--- src/shared/irq_map.vh ---
// Purpose: Register offsets, bit positions and reset values of the interrupt block
// Assumes: Byte-wide register port, one register per address
// Notes: Offsets other than the main status register are local choices
`ifndef IRQ_MAP_VH
`define IRQ_MAP_VH
`define ADDR_W 5
`define OFF_MAIN_STATUS 5'h00
`define OFF_ALARM_PF_EN 5'h01
`define OFF_PERIODIC_EN 5'h02
`define OFF_RT_MODE 5'h03
`define OFF_ROUTING 5'h04
`define OFF_IRQ_ENABLE 5'h05
`define OFF_IRQ_STATUS 5'h06
`define OFF_IRQ_CLEAR 5'h07
`define OFF_ALARM_CMP0 5'h08
`define MS_PAGE 7
`define MS_REGSEL 6
`define MS_T1 5
`define MS_T0 4
`define MS_ALARM 3
`define MS_PERIODIC 2
`define MS_PF 1
`define MS_SUMMARY 0
`define EN_PF 7
`define EN_ALARM 6
`define CMP_LO 0
`define CMP_HI 5
`define RTM_STANDBY_IRQ 4
`define RTM_STANDBY_TMR 5
`define PER_T0 6
`define PER_T1 7
`define RST_BYTE 8'h00
`define RST_EV 3'h0
`define N_CMP 6
`define N_SRC 5
`define SRC_PF 0
`define SRC_PER 1
`define SRC_ALARM 2
`define SRC_T0 3
`define SRC_T1 4
`define EV_ALARM 0
`define EV_PF 1
`define EV_STANDBY 2
`endif

--- src/design/alarm_match.v ---
// Purpose: Combines per-counter compare results into one alarm match
// Assumes: Counter and compare bytes arrive already aligned
// Notes: Disabled comparators read as always equal
`timescale 1ns/1ns
`include "irq_map.vh"
module alarm_match #(
  parameter N = `N_CMP
) (
  input wire [N*8-1:0] counters,
  input wire [N*8-1:0] compares,
  input wire [N-1:0] enables,
  output wire match
);
  wire [N-1:0] eq;
  genvar i;
  generate
    for (i = 0; i < N; i = i + 1) begin : g_cmp
      assign eq[i] = ~enables[i] | (counters[i*8+7:i*8] == compares[i*8+7:i*8]);
    end
  endgenerate
  // All disabled gives no alarm, not a permanent match
  assign match = (|enables) & (&eq);
endmodule // alarm_match

--- src/design/irq_route.v ---
// Purpose: Steers each interrupt source to the main or multi-function output
// Assumes: Inputs are pending and enabled levels
// Notes: Purely combinational
`timescale 1ns/1ns
`include "irq_map.vh"
module irq_route #(
  parameter N = `N_SRC
) (
  input wire [N-1:0] pending,
  input wire [N-1:0] route,
  output wire to_main,
  output wire to_mfo
);
  assign to_mfo = |(pending & route);
  assign to_main = |(pending & ~route);
endmodule // irq_route

--- src/design/rtc_irq_ctrl.v ---
// Purpose: Interrupt enables and main status of a clock and timer peripheral
// Assumes: Sources and power state inputs synchronous to SYS_CLK
// Notes: Pin polarity and drive modes handled outside this block
//
// The strobed register port was decided locally.
`timescale 1ns/1ns
`include "irq_map.vh"
module rtc_irq_ctrl #(
  parameter N_CMP = `N_CMP
) (
  input wire SYS_CLK,
  input wire SRST,
  input wire [`ADDR_W-1:0] ADDR,
  input wire [7:0] WDATA,
  input wire WR,
  input wire RD,
  output reg [7:0] RDATA,
  input wire [N_CMP*8-1:0] COUNTERS,
  input wire PERIODIC_TICK,
  input wire TIMER0_EVENT,
  input wire TIMER1_EVENT,
  input wire POWER_FAIL_INPUT_N,
  input wire BATTERY_MODE,
  input wire ON_BATTERY,
  input wire BATTERY_LOW_RAW,
  output wire LOW_BATTERY_DETECT_EN,
  output reg BATTERY_LOW,
  output wire PAGE_SELECT_BIT,
  output wire REGISTER_SELECT_BIT,
  output wire INTERRUPT_OUTPUT_PIN,
  output wire MULTI_FUNCTION_OUTPUT,
  output wire IRQ
);
  reg [7:0] en_q;
  reg [7:0] per_q;
  reg [7:0] rtm_q;
  reg [7:0] route_q;
  reg [1:0] sel_q;
  reg [3:0] flag_q;
  reg [2:0] ev_q;
  reg [2:0] ev_en_q;
  reg [N_CMP*8-1:0] cmp_q;
  reg match_q;
  reg standby_q;
  reg [7:0] rd_d;
  wire match;
  wire standby;
  wire eff_pf_en;
  wire eff_alarm_en;
  wire eff_t0_en;
  wire eff_t1_en;
  wire eff_per_en;
  wire alarm_rise;
  wire pf_level;
  wire summary;
  wire [`N_SRC-1:0] pend;
  wire to_main;
  wire to_mfo;
  wire [3:0] ms_set;
  wire [3:0] ms_clr;
  wire wr_ms;
  wire standby_entry;
  integer k;
  // Separate loop index keeps the read decode off the clocked process
  integer j;

  function wr_hit;
    input [`ADDR_W-1:0] a;
    input [`ADDR_W-1:0] off;
    begin
      wr_hit = WR & (a == off);
    end
  endfunction

  assign standby = BATTERY_MODE & ON_BATTERY;
  assign standby_entry = standby & ~standby_q;
  // In standby the enables only act when the standby control bit allows them
  assign eff_pf_en = en_q[`EN_PF] & (~standby | rtm_q[`RTM_STANDBY_IRQ]);
  assign eff_alarm_en = en_q[`EN_ALARM] & (~standby | rtm_q[`RTM_STANDBY_IRQ]);
  assign eff_per_en = |per_q[5:0] & (~standby | rtm_q[`RTM_STANDBY_IRQ]);
  assign eff_t0_en = per_q[`PER_T0] &
    (~standby | (rtm_q[`RTM_STANDBY_IRQ] & rtm_q[`RTM_STANDBY_TMR]));
  assign eff_t1_en = per_q[`PER_T1] &
    (~standby | (rtm_q[`RTM_STANDBY_IRQ] & rtm_q[`RTM_STANDBY_TMR]));

  alarm_match #(
    .N(N_CMP)
  ) u_match (
    .counters(COUNTERS),
    .compares(cmp_q),
    .enables(en_q[`CMP_HI:`CMP_LO]),
    .match(match)
  );

  assign alarm_rise = match & ~match_q;
  assign pf_level = ~POWER_FAIL_INPUT_N;
  // Flags: bit 3 timer1, 2 timer0, 1 alarm, 0 periodic
  assign ms_set = {TIMER1_EVENT, TIMER0_EVENT, alarm_rise, PERIODIC_TICK};
  assign wr_ms = wr_hit(ADDR, `OFF_MAIN_STATUS);
  assign ms_clr = wr_ms ? WDATA[`MS_T1:`MS_PERIODIC] : 4'h0;

  assign pend[`SRC_PF] = pf_level & eff_pf_en;
  assign pend[`SRC_PER] = flag_q[0] & eff_per_en;
  assign pend[`SRC_ALARM] = flag_q[1] & eff_alarm_en;
  assign pend[`SRC_T0] = flag_q[2] & eff_t0_en;
  assign pend[`SRC_T1] = flag_q[3] & eff_t1_en;
  // Summary drops only once every pending source is gone
  assign summary = |pend;

  irq_route #(
    .N(`N_SRC)
  ) u_route (
    .pending(pend),
    .route(route_q[`N_SRC-1:0]),
    .to_main(to_main),
    .to_mfo(to_mfo)
  );

  assign INTERRUPT_OUTPUT_PIN = to_main;
  assign MULTI_FUNCTION_OUTPUT = to_mfo;
  assign PAGE_SELECT_BIT = sel_q[1];
  assign REGISTER_SELECT_BIT = sel_q[0];
  // Detector only powered while power-fail enable stands
  assign LOW_BATTERY_DETECT_EN = eff_pf_en;
  assign IRQ = |(ev_q & ev_en_q);

  always @(posedge SYS_CLK) begin
    if (SRST) begin
      en_q <= `RST_BYTE;
      per_q <= `RST_BYTE;
      rtm_q <= `RST_BYTE;
      route_q <= `RST_BYTE;
      sel_q <= 2'h0;
      flag_q <= 4'h0;
      ev_q <= `RST_EV;
      ev_en_q <= `RST_EV;
      cmp_q <= {N_CMP{8'h00}};
      match_q <= 1'b0;
      standby_q <= 1'b0;
      BATTERY_LOW <= 1'b0;
      RDATA <= `RST_BYTE;
    end else begin
      match_q <= match;
      standby_q <= standby;
      RDATA <= rd_d;
      BATTERY_LOW <= BATTERY_LOW_RAW & eff_pf_en;
      // Set wins over a same-cycle clear
      flag_q <= (flag_q & ~ms_clr) | ms_set;
      if (wr_ms) begin
        sel_q <= {WDATA[`MS_PAGE], WDATA[`MS_REGSEL]};
      end
      if (wr_hit(ADDR, `OFF_ALARM_PF_EN)) begin
        en_q <= WDATA;
      end
      if (wr_hit(ADDR, `OFF_PERIODIC_EN)) begin
        per_q <= WDATA;
      end
      if (wr_hit(ADDR, `OFF_RT_MODE)) begin
        rtm_q <= WDATA;
      end
      if (wr_hit(ADDR, `OFF_ROUTING)) begin
        route_q <= WDATA;
      end
      if (standby_entry & ~rtm_q[`RTM_STANDBY_IRQ]) begin
        per_q <= `RST_BYTE;
        en_q[`EN_PF] <= 1'b0;
        en_q[`EN_ALARM] <= 1'b0;
      end
      for (k = 0; k < N_CMP; k = k + 1) begin
        if (wr_hit(ADDR, `OFF_ALARM_CMP0 + k[`ADDR_W-1:0])) begin
          cmp_q[k*8 +: 8] <= WDATA;
        end
      end
      if (wr_hit(ADDR, `OFF_IRQ_ENABLE)) begin
        ev_en_q <= WDATA[2:0];
      end
      ev_q <= (ev_q & ~(wr_hit(ADDR, `OFF_IRQ_CLEAR) ? WDATA[2:0] : 3'h0)) |
        {standby_entry, pf_level, alarm_rise};
    end
  end

  always @* begin
    rd_d = `RST_BYTE;
    if (RD) begin
      case (ADDR)
        `OFF_MAIN_STATUS: rd_d = {sel_q, flag_q, pf_level, summary};
        `OFF_ALARM_PF_EN: rd_d = en_q;
        `OFF_PERIODIC_EN: rd_d = per_q;
        `OFF_RT_MODE: rd_d = rtm_q;
        `OFF_ROUTING: rd_d = {1'b0, BATTERY_LOW, 1'b0, route_q[4:0]};
        `OFF_IRQ_ENABLE: rd_d = {5'h00, ev_en_q};
        `OFF_IRQ_STATUS: rd_d = {5'h00, ev_q};
        default: begin
          rd_d = `RST_BYTE;
          for (j = 0; j < N_CMP; j = j + 1) begin
            if (ADDR == `OFF_ALARM_CMP0 + j[`ADDR_W-1:0]) begin
              rd_d = cmp_q[j*8 +: 8];
            end
          end
        end
      endcase
    end
  end
endmodule // rtc_irq_ctrl

--- config.mk ---
export PLATFORM = sky130hd
export DESIGN_NAME = rtc_irq_ctrl
export DESIGN_NICKNAME = d
export VERILOG_FILES = /design/src/design/alarm_match.v /design/src/design/irq_route.v /design/src/design/rtc_irq_ctrl.v
export VERILOG_INCLUDE_DIRS = /design/src /design/src/shared
export SDC_FILE = /design/constraint.sdc
export NUM_CORES = 1
export LEC_CHECK = 0
export BUFFER_PORTS_ARGS = -buffer_cell sky130_fd_sc_hd__buf_4
export CORE_ASPECT_RATIO = 0.75
export CORE_UTILIZATION = 39
export CTS_BUF_LIST = sky130_fd_sc_hd__clkbuf_4 sky130_fd_sc_hd__clkbuf_8
export DETAILED_ROUTE_END_ITERATION = 8
export SLEW_MARGIN = 20
export SYNTH_ARGS = -nofsm -noshare
export SYNTH_HDL_FRONTEND = slang
export SYNTH_SLANG_ARGS = --single-unit
--- constraint.sdc ---
create_clock -name SYS_CLK -period 3.2 [get_ports SYS_CLK]
set_clock_uncertainty 0.1 [all_clocks]
set_input_delay 0.16 -clock SYS_CLK [delete_from_list [all_inputs] [get_ports SYS_CLK]]
set_output_delay 0.16 -clock SYS_CLK [all_outputs]
set_load 0.005 [all_outputs]
# Word level (Yosys, flattened, before mapping)
# Cells that the tools add are included.
dict set report totals {
  n_memories 0
  output_inout_bits 15
  latch_bits 0
  rom_bits 0
  reg_bits 100
  in_bits 72
  mem_bits_rw 0
  wordCells 117
}
dict set report op_classes {
  bitwise 60
  div_mod_pow 0
  shifts 0
  mux 9
  addsub 0
  magnitude_cmp 0
  n_mul 0
  n_reduce_logical 10
  n_eq_ne 19
}
# operator n
set ops {}
lappend ops {{8-bit one-hot mux with 7 select lines} 1}
lappend ops {{8-bit equality test} 6}
lappend ops {{8-bit 2-to-1 mux} 6}
lappend ops {{1-bit bitwise AND} 30}
lappend ops {{5-bit by 4-bit equality test with 1-bit output (second input constant)} 6}
lappend ops {{5-bit by 3-bit equality test with 1-bit output (second input constant)} 4}
lappend ops {{5-bit OR reduction} 3}
lappend ops {{1-bit inverter} 12}
lappend ops {{6-bit OR reduction} 2}
lappend ops {{5-bit bitwise AND} 2}
lappend ops {{5-bit by 2-bit equality test with 1-bit output (second input constant)} 2}
lappend ops {{1-bit OR} 8}
lappend ops {{3-bit bitwise AND} 2}
lappend ops {{6-bit AND reduction} 1}
lappend ops {{5-bit by 1-bit equality test with 1-bit output (second input constant)} 1}
lappend ops {{5-bit logical NOT} 1}
lappend ops {{5-bit inverter} 1}
lappend ops {{4-bit bitwise AND} 1}
lappend ops {{4-bit 2-to-1 mux} 1}
lappend ops {{4-bit inverter} 1}
lappend ops {{4-bit OR} 1}
lappend ops {{2-bit OR reduction} 2}
lappend ops {{3-bit 2-to-1 mux} 1}
lappend ops {{3-bit inverter} 1}
lappend ops {{other kinds (2)} 2}

# Depth between registers and ports, before layout
# Gate-level depths: netlist of run 1.
dict set report logic_depth {
  depth_word 8
  mapped_depth 8
  ltp_nobuf 5
}

# Hierarchy
# From an unflattened synthesis of run 1, not the netlist that was laid out.
dict set report hier_totals {
  cells_unflattened 644
  hier_area_um2 5371.4
}
# module cells_each area_per_inst_um2 n_inst seq_area_each_um2
set by_module_without_submodules {}
lappend by_module_without_submodules {rtc_irq_ctrl 562 4753.3 1 2001.9}
lappend by_module_without_submodules {alarm_match 72 559.3 1 0.0}
lappend by_module_without_submodules {irq_route 10 58.8 1 0.0}

# Worst setup path before layout of run 1
# Ideal clock, no wire load.
dict set report synth_timing {
  kind {flip-flop to output port}
  from {reg per_q[3]}
  to {out INTERRUPT_OUTPUT_PIN}
  slack_ns 1.341
  arrival_time_ns 1.599
  path_stages_with_launch 5
  t_required_ns 2.940
  n_path_buf 0
  cell_sequence {dfxtp_1 or4_4 o311ai_4 o32ai_1 or4_1}
}
dict set report synth_between {
  elab_chain_len 5
}
# element line
set synth_lines {}
lappend synth_lines {{from (decl)} rtc_irq_ctrl.v:35} ;# reg [7:0] per_q;
lappend synth_lines {{from (signal assigned)} rtc_irq_ctrl.v:130} ;# per_q <= `RST_BYTE;
lappend synth_lines {{from (signal assigned)} rtc_irq_ctrl.v:165} ;# per_q <= `RST_BYTE;
lappend synth_lines {{6-bit OR reduction} rtc_irq_ctrl.v:80} ;# assign eff_per_en = |per_q[5:0] & (~standby | rtm_q[`RTM_STANDBY_IRQ]);
lappend synth_lines {{1-bit bitwise AND} rtc_irq_ctrl.v:80}
lappend synth_lines {{1-bit bitwise AND} rtc_irq_ctrl.v:103} ;# assign pend[`SRC_PER] = flag_q[0] & eff_per_en;
lappend synth_lines {{5-bit bitwise AND} irq_route.v:15} ;# assign to_main = |(pending & ~route);
lappend synth_lines {{5-bit OR reduction} irq_route.v:15}
lappend synth_lines {{to (decl)} rtc_irq_ctrl.v:30} ;# output wire INTERRUPT_OUTPUT_PIN,
# No other way between the ends.

# Worst setup path after layout of run 1
# Ends and elaborated chain as after synthesis.

==> flow_results.org, run 1 <==
** Outcome
- Status :: finished clean

** Route
- Drt pass-1 iters :: 5
- Dividing the detail-routed via count by the number of cells gives 5.680.
- Once detail routing completed, the nets flagged for antenna violations numbered 0.
- Vias :: 4754
- After detailed routing, the average wire length per cell comes to 19.68 um.
- In the routed design, unresolved DRC markers number 0.
- Detailed Route Iter0 Violations :: 640
- The routed design has 16470 um of wire.

** Logic synthesis
- In the synthesized netlist the async set-or-reset flop fraction comes to 0%.
- Of the total synthesized cell area, the portion taken by full adders, half adders and majority gates is 0%.
- Register bit total from synthesis :: 100
- Among all flip-flop cells after synthesis, the most frequent one is sky130_fd_sc_hd__dfxtp_1.
- Synthesis produced a netlist with a net count of 668.
- Of the post-synthesis cell area, the part taken by muxes is 11.82%.
- Fraction of the yosys area taken by sequential cells :: 39.72%
- The synthesized design contains 0 enable-type register cells.
- During synthesis, Yosys emitted a total of 0 warnings.
- Summing every instance area after synthesis gives 5040 um2.
- After Yosys synthesis, XOR and XNOR cells account for 8.342% of the synthesized area.
- A synthesized cell averages 8.456 um2.
- Counting distinct cell types in the post-synthesis netlist gives 46.
- Mapped Cells :: 596
- Summing the areas of all compound-gate instances in the mapped netlist gives 15.00% of the synthesized area.
- By area, the combinational part of the netlist is dominated by simple AND/OR/NAND/NOR gates.
- Of the total synthesized cell area, the portion taken by AND, OR, NAND and NOR gates is 20.80%.

** Critical path
- The worst setup path is captured at an output port.
- Data arrival time of the critical path :: 2250 ps
- Element type at the critical path start :: flip-flop
- In this run the worst path has a maximum fanout of 3.
- The critical path in this run is classified as flip-flop to output port.
- For the worst setup path, the data required time is 2940 ps.

** GRT
- The first global-routing pass estimated 25670 um of wire.
- The total overflow left after global routing is 0.
- The initial antenna violation count is 0.
- Number of global-route vias before repair :: 4415
- Overall global routing resource usage :: 25.45%
- Entering global routing, the biggest net connects 49 pins.

** STA
- Slew HR :: 49.12%
- Max Freq :: 398.3 MHz
- Part of the cycle the worst path needs :: 78.45%
- Final worst slack :: 689.6 ps
- Smallest hold slack :: 24.46 ps
- The worst path needs 2510 ps of the cycle, external delays included.
- Final TNS setup :: 0 ps
- The number of failing hold endpoints at the final stage came to 0.
- Final Max Tran Viols :: 0
- Setup violations remaining at the end of the flow were counted as 0.
- Transition time of the tightest slew-check pin :: 759.8 ps
- Setup repair after global routing left no endpoint under its margin.

** Die
- In this run the vertical extent of the chip is 100.4 um.
- After floorplanning, the core was sized to cover 12440 um2.
- Starting density of the core :: 40.52%
- Row count :: 35
- Die footprint :: 13390 um2
- Number of placed I/O pins :: 87
- In this run the horizontal extent of the chip is 133.3 um.

** Final layout
- Most frequent standard cell in the layout excluding fill and tap cells :: sky130_fd_sc_hd__dfxtp_1
- Number of inserted filler cells in the final layout :: 1236
- Leaving out fill and tap cells, the most frequent cells in the layout are sky130_fd_sc_hd__dfxtp_1 (100), sky130_fd_sc_hd__buf_4 (91), sky130_fd_sc_hd__nor2_1 (84).
- Measured on the finished design, the core utilization comes to 48.81%.
- Final instance count without filler cells :: 837
- Number of antenna cells inserted :: 0
- The net count of the finished layout is 738.
- Fraction of final layout cells with drive strength greater than 1 :: 18.33%
- The area growth from synthesis to layout is 20.46%.
- The finished cells cover 6071 um2.

** Power
- VDD sags by at most 271.5 uV.
- For this design the ratio of total power to cell area is 408.8 nW/um2.
- Total power :: 2.482 mW
- For this design the static power due to leakage is 2.402 nW.

** Clock network
- Root Buffer :: sky130_fd_sc_hd__clkbuf_8
- The number of clock buffers added by TritonCTS is 9.
- Post-CTS repair changed the size of 0 cells.
- H-tree Lvls :: 3
- Clock tree from TritonCTS :: yes
- Maximum clock path buffer count :: 2
- Worst-path clk slew :: 90 ps
- Sinks on the clock net :: 100
- Worst-skew pair later-pin latency :: 380 ps

** Placement
- DP Wirelength :: 11840 um
- The count of buffers added on input and output ports is 86.
- The congestion estimate from routability-driven global placement came to 0.9208.
- Area post-placement :: 5751 um2
- Once placement completed, the tool counted placed cells totaling 811.
- At the placement stage, the worst setup path has a slack of 877.3 ps.

** Hold path
- Worst Hold Class :: primary input to flip-flop

** Flow run
- Max-cap viol count :: 0
## where the power goes
part / internal (mW) / switching [mW] / leakage [nW]
Clock: 0.467 / 0.444 / 0.116
Sequential: 1.26 / 0.0173 / 0.808
Combinational: 0.134 / 0.161 / 1.48
Total: 1.86 / 0.622 / 2.40
## what timing repair did
item                       4_1_cts  5_1_grt
setup endpoints to repair        0        0
hold buffers                    10        0
hold endpoints to repair        15        0
setup buffers                    0        0
## path summary, 6_finish.rpt
check             depth (start not counted)  slack (ps)  startpoint                    to
setup / recovery                          5         690    per_q[3]  INTERRUPT_OUTPUT_PIN
setup reg to reg                          5        1280    per_q[3]              RDATA[0]
hold / removal                            3          20    WDATA[5]             cmp_q[45]
hold reg to reg                           2         370    rtm_q[0]              rtm_q[0]
## cell families after synthesis
logic type / count (synthesis)
AO/OA/AOI/OAI: 122
XOR/XNOR: 48
buffers and inverters: 52
flip-flops: 100
multiplexers: 48
AND/OR/NAND/NOR: 226
## metal layers
layer  global-route usage [%]  wire length [um]
met1                    38.83              7919
met2                    35.90              6667
met3                    5.303              1702
met4                    6.294               180
met5                        0                 0
## flip-flops by register name, summed over array words and instances (netlist names), 4 cells and up
| signal | cells |
|---|---|
| route_q | 5 |
| cmp_q | 48 |
| RDATA | 8 |
| en_q | 8 |
| flag_q | 4 |
| per_q | 8 |
| rtm_q | 8 |
## synthesized netlist by cell type (all sizes together) (2+ instances only)
| library cell | n | share of area, % |
|---|---|---|
| mux4 | 9 | 4.0 |
| nor2 | 84 | 6.3 |
| a211oi | 4 | 0.60 |
| or4 | 2 | 0.37 |
| a21oi | 66 | 6.6 |
| nand3b | 4 | 0.60 |
| mux2i | 37 | 7.3 |
| nand2b | 2 | 0.25 |
| nor2b | 3 | 0.37 |
| a22o | 4 | 0.70 |
| a2bb2oi | 4 | 0.70 |
| o221ai | 2 | 0.35 |
| xnor2 | 48 | 8.3 |
| and4b | 2 | 0.40 |
| clkbuf | 24 | 1.8 |
| buf | 18 | 1.8 |
| nand3 | 40 | 4.0 |
| o21ai | 20 | 2.0 |
| nand2 | 59 | 4.4 |
| mux2 | 2 | 0.45 |
| a31oi | 2 | 0.25 |
| nor3b | 2 | 0.40 |
| inv | 10 | 0.74 |
| dfxtp | 100 | 40 |
| nand4 | 18 | 2.2 |
| a221oi | 3 | 0.52 |
| a222oi | 7 | 1.4 |
| and2 | 2 | 0.25 |
| nor3 | 3 | 0.30 |
| a22oi | 3 | 0.45 |
| o311ai | 2 | 0.70 |
## final cells by class
| class | instances | area (um2) | share of cell area, % |
|---|---|---|---|
| Multi-Input combinational cell | 444 | 2820 | 46.46 |
| Sequential cell | 100 | 2002 | 32.98 |
| Timing Repair Buffer | 101 | 783.3 | 12.90 |
| Tap cell | 166 | 207.7 | 3.421 |
| Clock buffer | 11 | 145.1 | 2.391 |
| Clock inverter | 5 | 75.07 | 1.237 |
| Inverter | 10 | 37.54 | 0.6183 |
## critical path, cell delays in order (launching register included)
cell	delay, ps
sky130_fd_sc_hd__dfxtp_1	340
sky130_fd_sc_hd__or4_4	550
sky130_fd_sc_hd__o311ai_4	270
sky130_fd_sc_hd__o32ai_1	140
sky130_fd_sc_hd__or4_1	420
sky130_fd_sc_hd__buf_4	150
(Power assumes the default switching activity.)
==> run 2: changes to the inputs <==
==> constraint.sdc (replaced) <==
create_clock -name SYS_CLK -period 2.36 [get_ports SYS_CLK]
set_clock_uncertainty 0.1 [all_clocks]
set_input_delay 0.118 -clock SYS_CLK [delete_from_list [all_inputs] [get_ports SYS_CLK]]
set_output_delay 0.118 -clock SYS_CLK [all_outputs]
set_load 0.005 [all_outputs]
==> run 2 against run 1 <==
  * The flow now finishes with violations (setup timing)
  * Sequential share of layout area shrank 0.67 points
  * Global-route usage grew 0.32 points
  * Cell area grew 2.1%
  * Clock-buffer cell count shrank 2
  * Worst setup slack lost 810 ps
  * First-iteration DRC count shrank 15%
  * Power grew 30%
  * Critical path depth is the same
  * Critical endpoint unchanged
==> flow_results.org, run 2 (synthesized netlist as in run 1, its figures left out) <==
** Route
- DRT Wirelength :: 16640 um (+1.0%)
- Number of nets with antenna violations after routing :: 0 (unchanged)
- Avg WL per Cell :: 19.46 um (-1.1%)
- The number of vias per cell came to 5.570 (-1.9%).
- Detailed Route Iter0 Violations :: 542 (-15%)
- Vias :: 4762 (+0.17%)
- The number of detailed-routing iterations run before antenna repair came to 7 (+2).
- The number of DRC violations after detailed routing came to 0 (unchanged).

** Die
- Horizontal die dimension :: 133.3 um (unchanged)
- Starting density of the core :: 40.52% (unchanged)
- Row count :: 35 (unchanged)
- The total die area came to 13390 um2 (unchanged).
- The number of placed I/O pins was 87 (unchanged).
- The core box area was 12440 um2 (unchanged).
- Overall die height :: 100.4 um (unchanged)

** Placement
- Number of buffers added on ports :: 86 (unchanged)
- The half-perimeter wire length after placement came to 12310 um (+4.0%).
- Placed Cells incl. Taps :: 823 (+1.5%)
- GPL Wtd Cong :: 0.8968 (-2.6%)
- Setup slack after placement :: 347.0 ps (-530.3 ps)
- The placed standard-cell area came to 5841 um2 (+1.6%).

** Outcome
- The run finished, with violations left.
- Violations in the final reports :: setup timing

** Power
- The peak supply drop is 267.2 uV (-1.6%).
- The power per cell area was 522.0 nW/um2 (+28%).
- The leakage power was 2.469 nW (+2.8%).
- The total power is 3.237 mW (+30%).

** Final layout
- Leaving out fill and tap cells, the most frequent cell in the layout is sky130_fd_sc_hd__buf_4.
- The final core area utilization was 49.86% (+1.0 points).
- The count of non-filler cells in the finished layout came to 855 (+2.2%).
- The total area of sequential cells came to 2003 um2 (about the same).
- From synthesis to final layout, the design area changed by 23.04%.
- Most frequent cells in the layout :: sky130_fd_sc_hd__buf_4 (103), sky130_fd_sc_hd__dfxtp_1 (99), sky130_fd_sc_hd__nor2_1 (84)
- Number of flip-flops under the largest register name :: 48 (unchanged)
- The number of antenna cells inserted was 0 (unchanged).
- The area of the multi-input gates is 2820 um2 (unchanged).
- The count of nets after finishing was 757 (+2.6%).
- Non-Filler Cell Area, Final :: 6201 um2 (+2.1%)
- Biggest register :: cmp_q
- The fraction of final layout cells with drive strength greater than 1 is 19.59% (+1.3 points).
- Number of inserted filler cells in the final layout :: 1257 (+1.7%)

** STA
- The number of failing hold endpoints at the final stage is 0 (unchanged).
- For the finished layout, the period the worst path requires is 2477 ps.
- Number of failing setup endpoints in the final timing report :: 1 (+1)
- The max-slew violation total from the final report is 0 (unchanged).
- Based on the critical path, the design can be clocked at up to 403.6 MHz.
- The worst setup slack after layout is -117.4 ps (-807.0 ps).
- The aggregate negative setup slack was -117.4 ps (-117.4 ps).
- After layout, the worst path uses 105.0% of the clock period.
- Transition time of the tightest slew-check pin :: 741.8 ps (-18.03 ps)
- Smallest hold slack :: 33.30 ps (+8.837 ps)
- The max-slew headroom at the worst pin was 50.33% (+1.2 points).
- RSZ-0062 raised after global routing :: true

** Critical path
- The largest individual stage delay along the critical path comes from the cell sky130_fd_sc_hd__or4_4.
- By startpoint and endpoint, the worst setup path is classified as flip-flop to output port.
- Cell chain of the critical path :: or4_4 > o311ai_4 > o32ai_1 > or4_1 > buf_4
- Among cell families on the critical path, the largest total delay comes from simple AND/OR/NAND/NOR gates.
- Data arrival time of the critical path :: 2260 ps (about the same)
- Buffer and inverter count on the worst path :: 1 (unchanged)
- Maximum fanout along the worst path :: 3 (unchanged)
- STA classifies the critical path startpoint as a flip-flop.
- Worst endpoint required time :: 2140 ps (-800 ps)
- Setup crit end kind :: output port
- Critical path's largest stage delay :: 540 ps (about the same)

** Clock network
- Worst-path clk slew :: 100 ps (about the same)
- The CTS buffer count is 9 (unchanged).
- The tree is rooted in a sky130_fd_sc_hd__clkbuf_8.
- TritonCTS built the clock tree.
- The insertion delay of the later-clocked pin in the worst-skew pair came to 380 ps (about the same).
- The number of levels in the clock H-tree was 3 (unchanged).
- Sinks on the clock net :: 100 (unchanged)
- The maximum clock insertion buffer count is 2 (unchanged).

** GRT
- The overall fraction of global-route tracks in use came to 25.77% (+0.32 points).
- Maximum number of pins on one net before global-route repair :: 40 (-18%)
- Number of global-route vias before repair :: 4579 (+3.7%)
- The wire length of the first global-routing pass came to 25960 um (+1.2%).
- Aggregate global routing overflow :: 0 (unchanged)
- Antenna violations before repair :: 0 (unchanged)

** Flow run
- The number of violations of the max-capacitance limit came to 0 (unchanged).

** Hold path
- Worst Hold Class :: primary input to flip-flop
[run 2: cell types whose count changed in the layout (fill, tap and decap cells not counted), sizes merged]
cell         previous run  this run
buf                    91       103
bufinv                  2         1
clkbuf                 11         9
clkinvlp                0         1
dlygate4sd3            10        17
inv                    10        11
[run 2: final cells by class]
cell class | count | share of cell area [%]
Clock buffer | 9 | 1.998
Clock inverter | 6 | 1.049
Inverter | 10 | 0.6053
Multi-Input combinational cell | 444 | 45.48
Sequential cell | 100 | 32.30
Tap cell | 166 | 3.349
Timing Repair Buffer | 120 | 15.21
[run 2: layer usage]
layer	vias to the layer above	wire (um)	GRT usage, %
met1	2221	7990	38.48
met3	17	1573	4.293
met2	242	6846	37.86
li1	2282	-	-
met5	-	0	0
met4	0	228	7.255
[run 2: worst register-to-register path, delay by kind of cell, from the launching register on]
family	cells	cell delay (ps)
AO/OA/AOI/OAI	3	630
flip-flops	1	340
AND/OR/NAND/NOR	2	710
[run 2: what timing repair did]
item / in CTS / in global routing
setup endpoints to repair: 1 / 1
endpoints found under the hold margin: 47 / 0
hold buffers: 17 / 0
setup buffers: 0 / 0
gates resized for setup: 1 / 0
[run 2: where the power goes]
group	total (mW)	internal, mW	switching, mW	leakage [nW]
logic	0.418	0.196	0.222	1.56
registers	1.73	1.71	0.0222	0.809
clock network	1.09	0.486	0.603	0.0955
total	3.24	2.39	0.847	2.47
[run 2: path summary, 6_finish.rpt]
| path | end | slack [ps] | start | depth (start not counted) |
|---|---|---|---|---|
| min reg2reg | rtm_q[7] | 370 | rtm_q[7] | 2 |
| max reg2reg | RDATA[0] | 460 | per_q[3] | 5 |
| max | INTERRUPT_OUTPUT_PIN | -120 | per_q[3] | 5 |
| min | cmp_q[47] | 30 | WR | 3 |
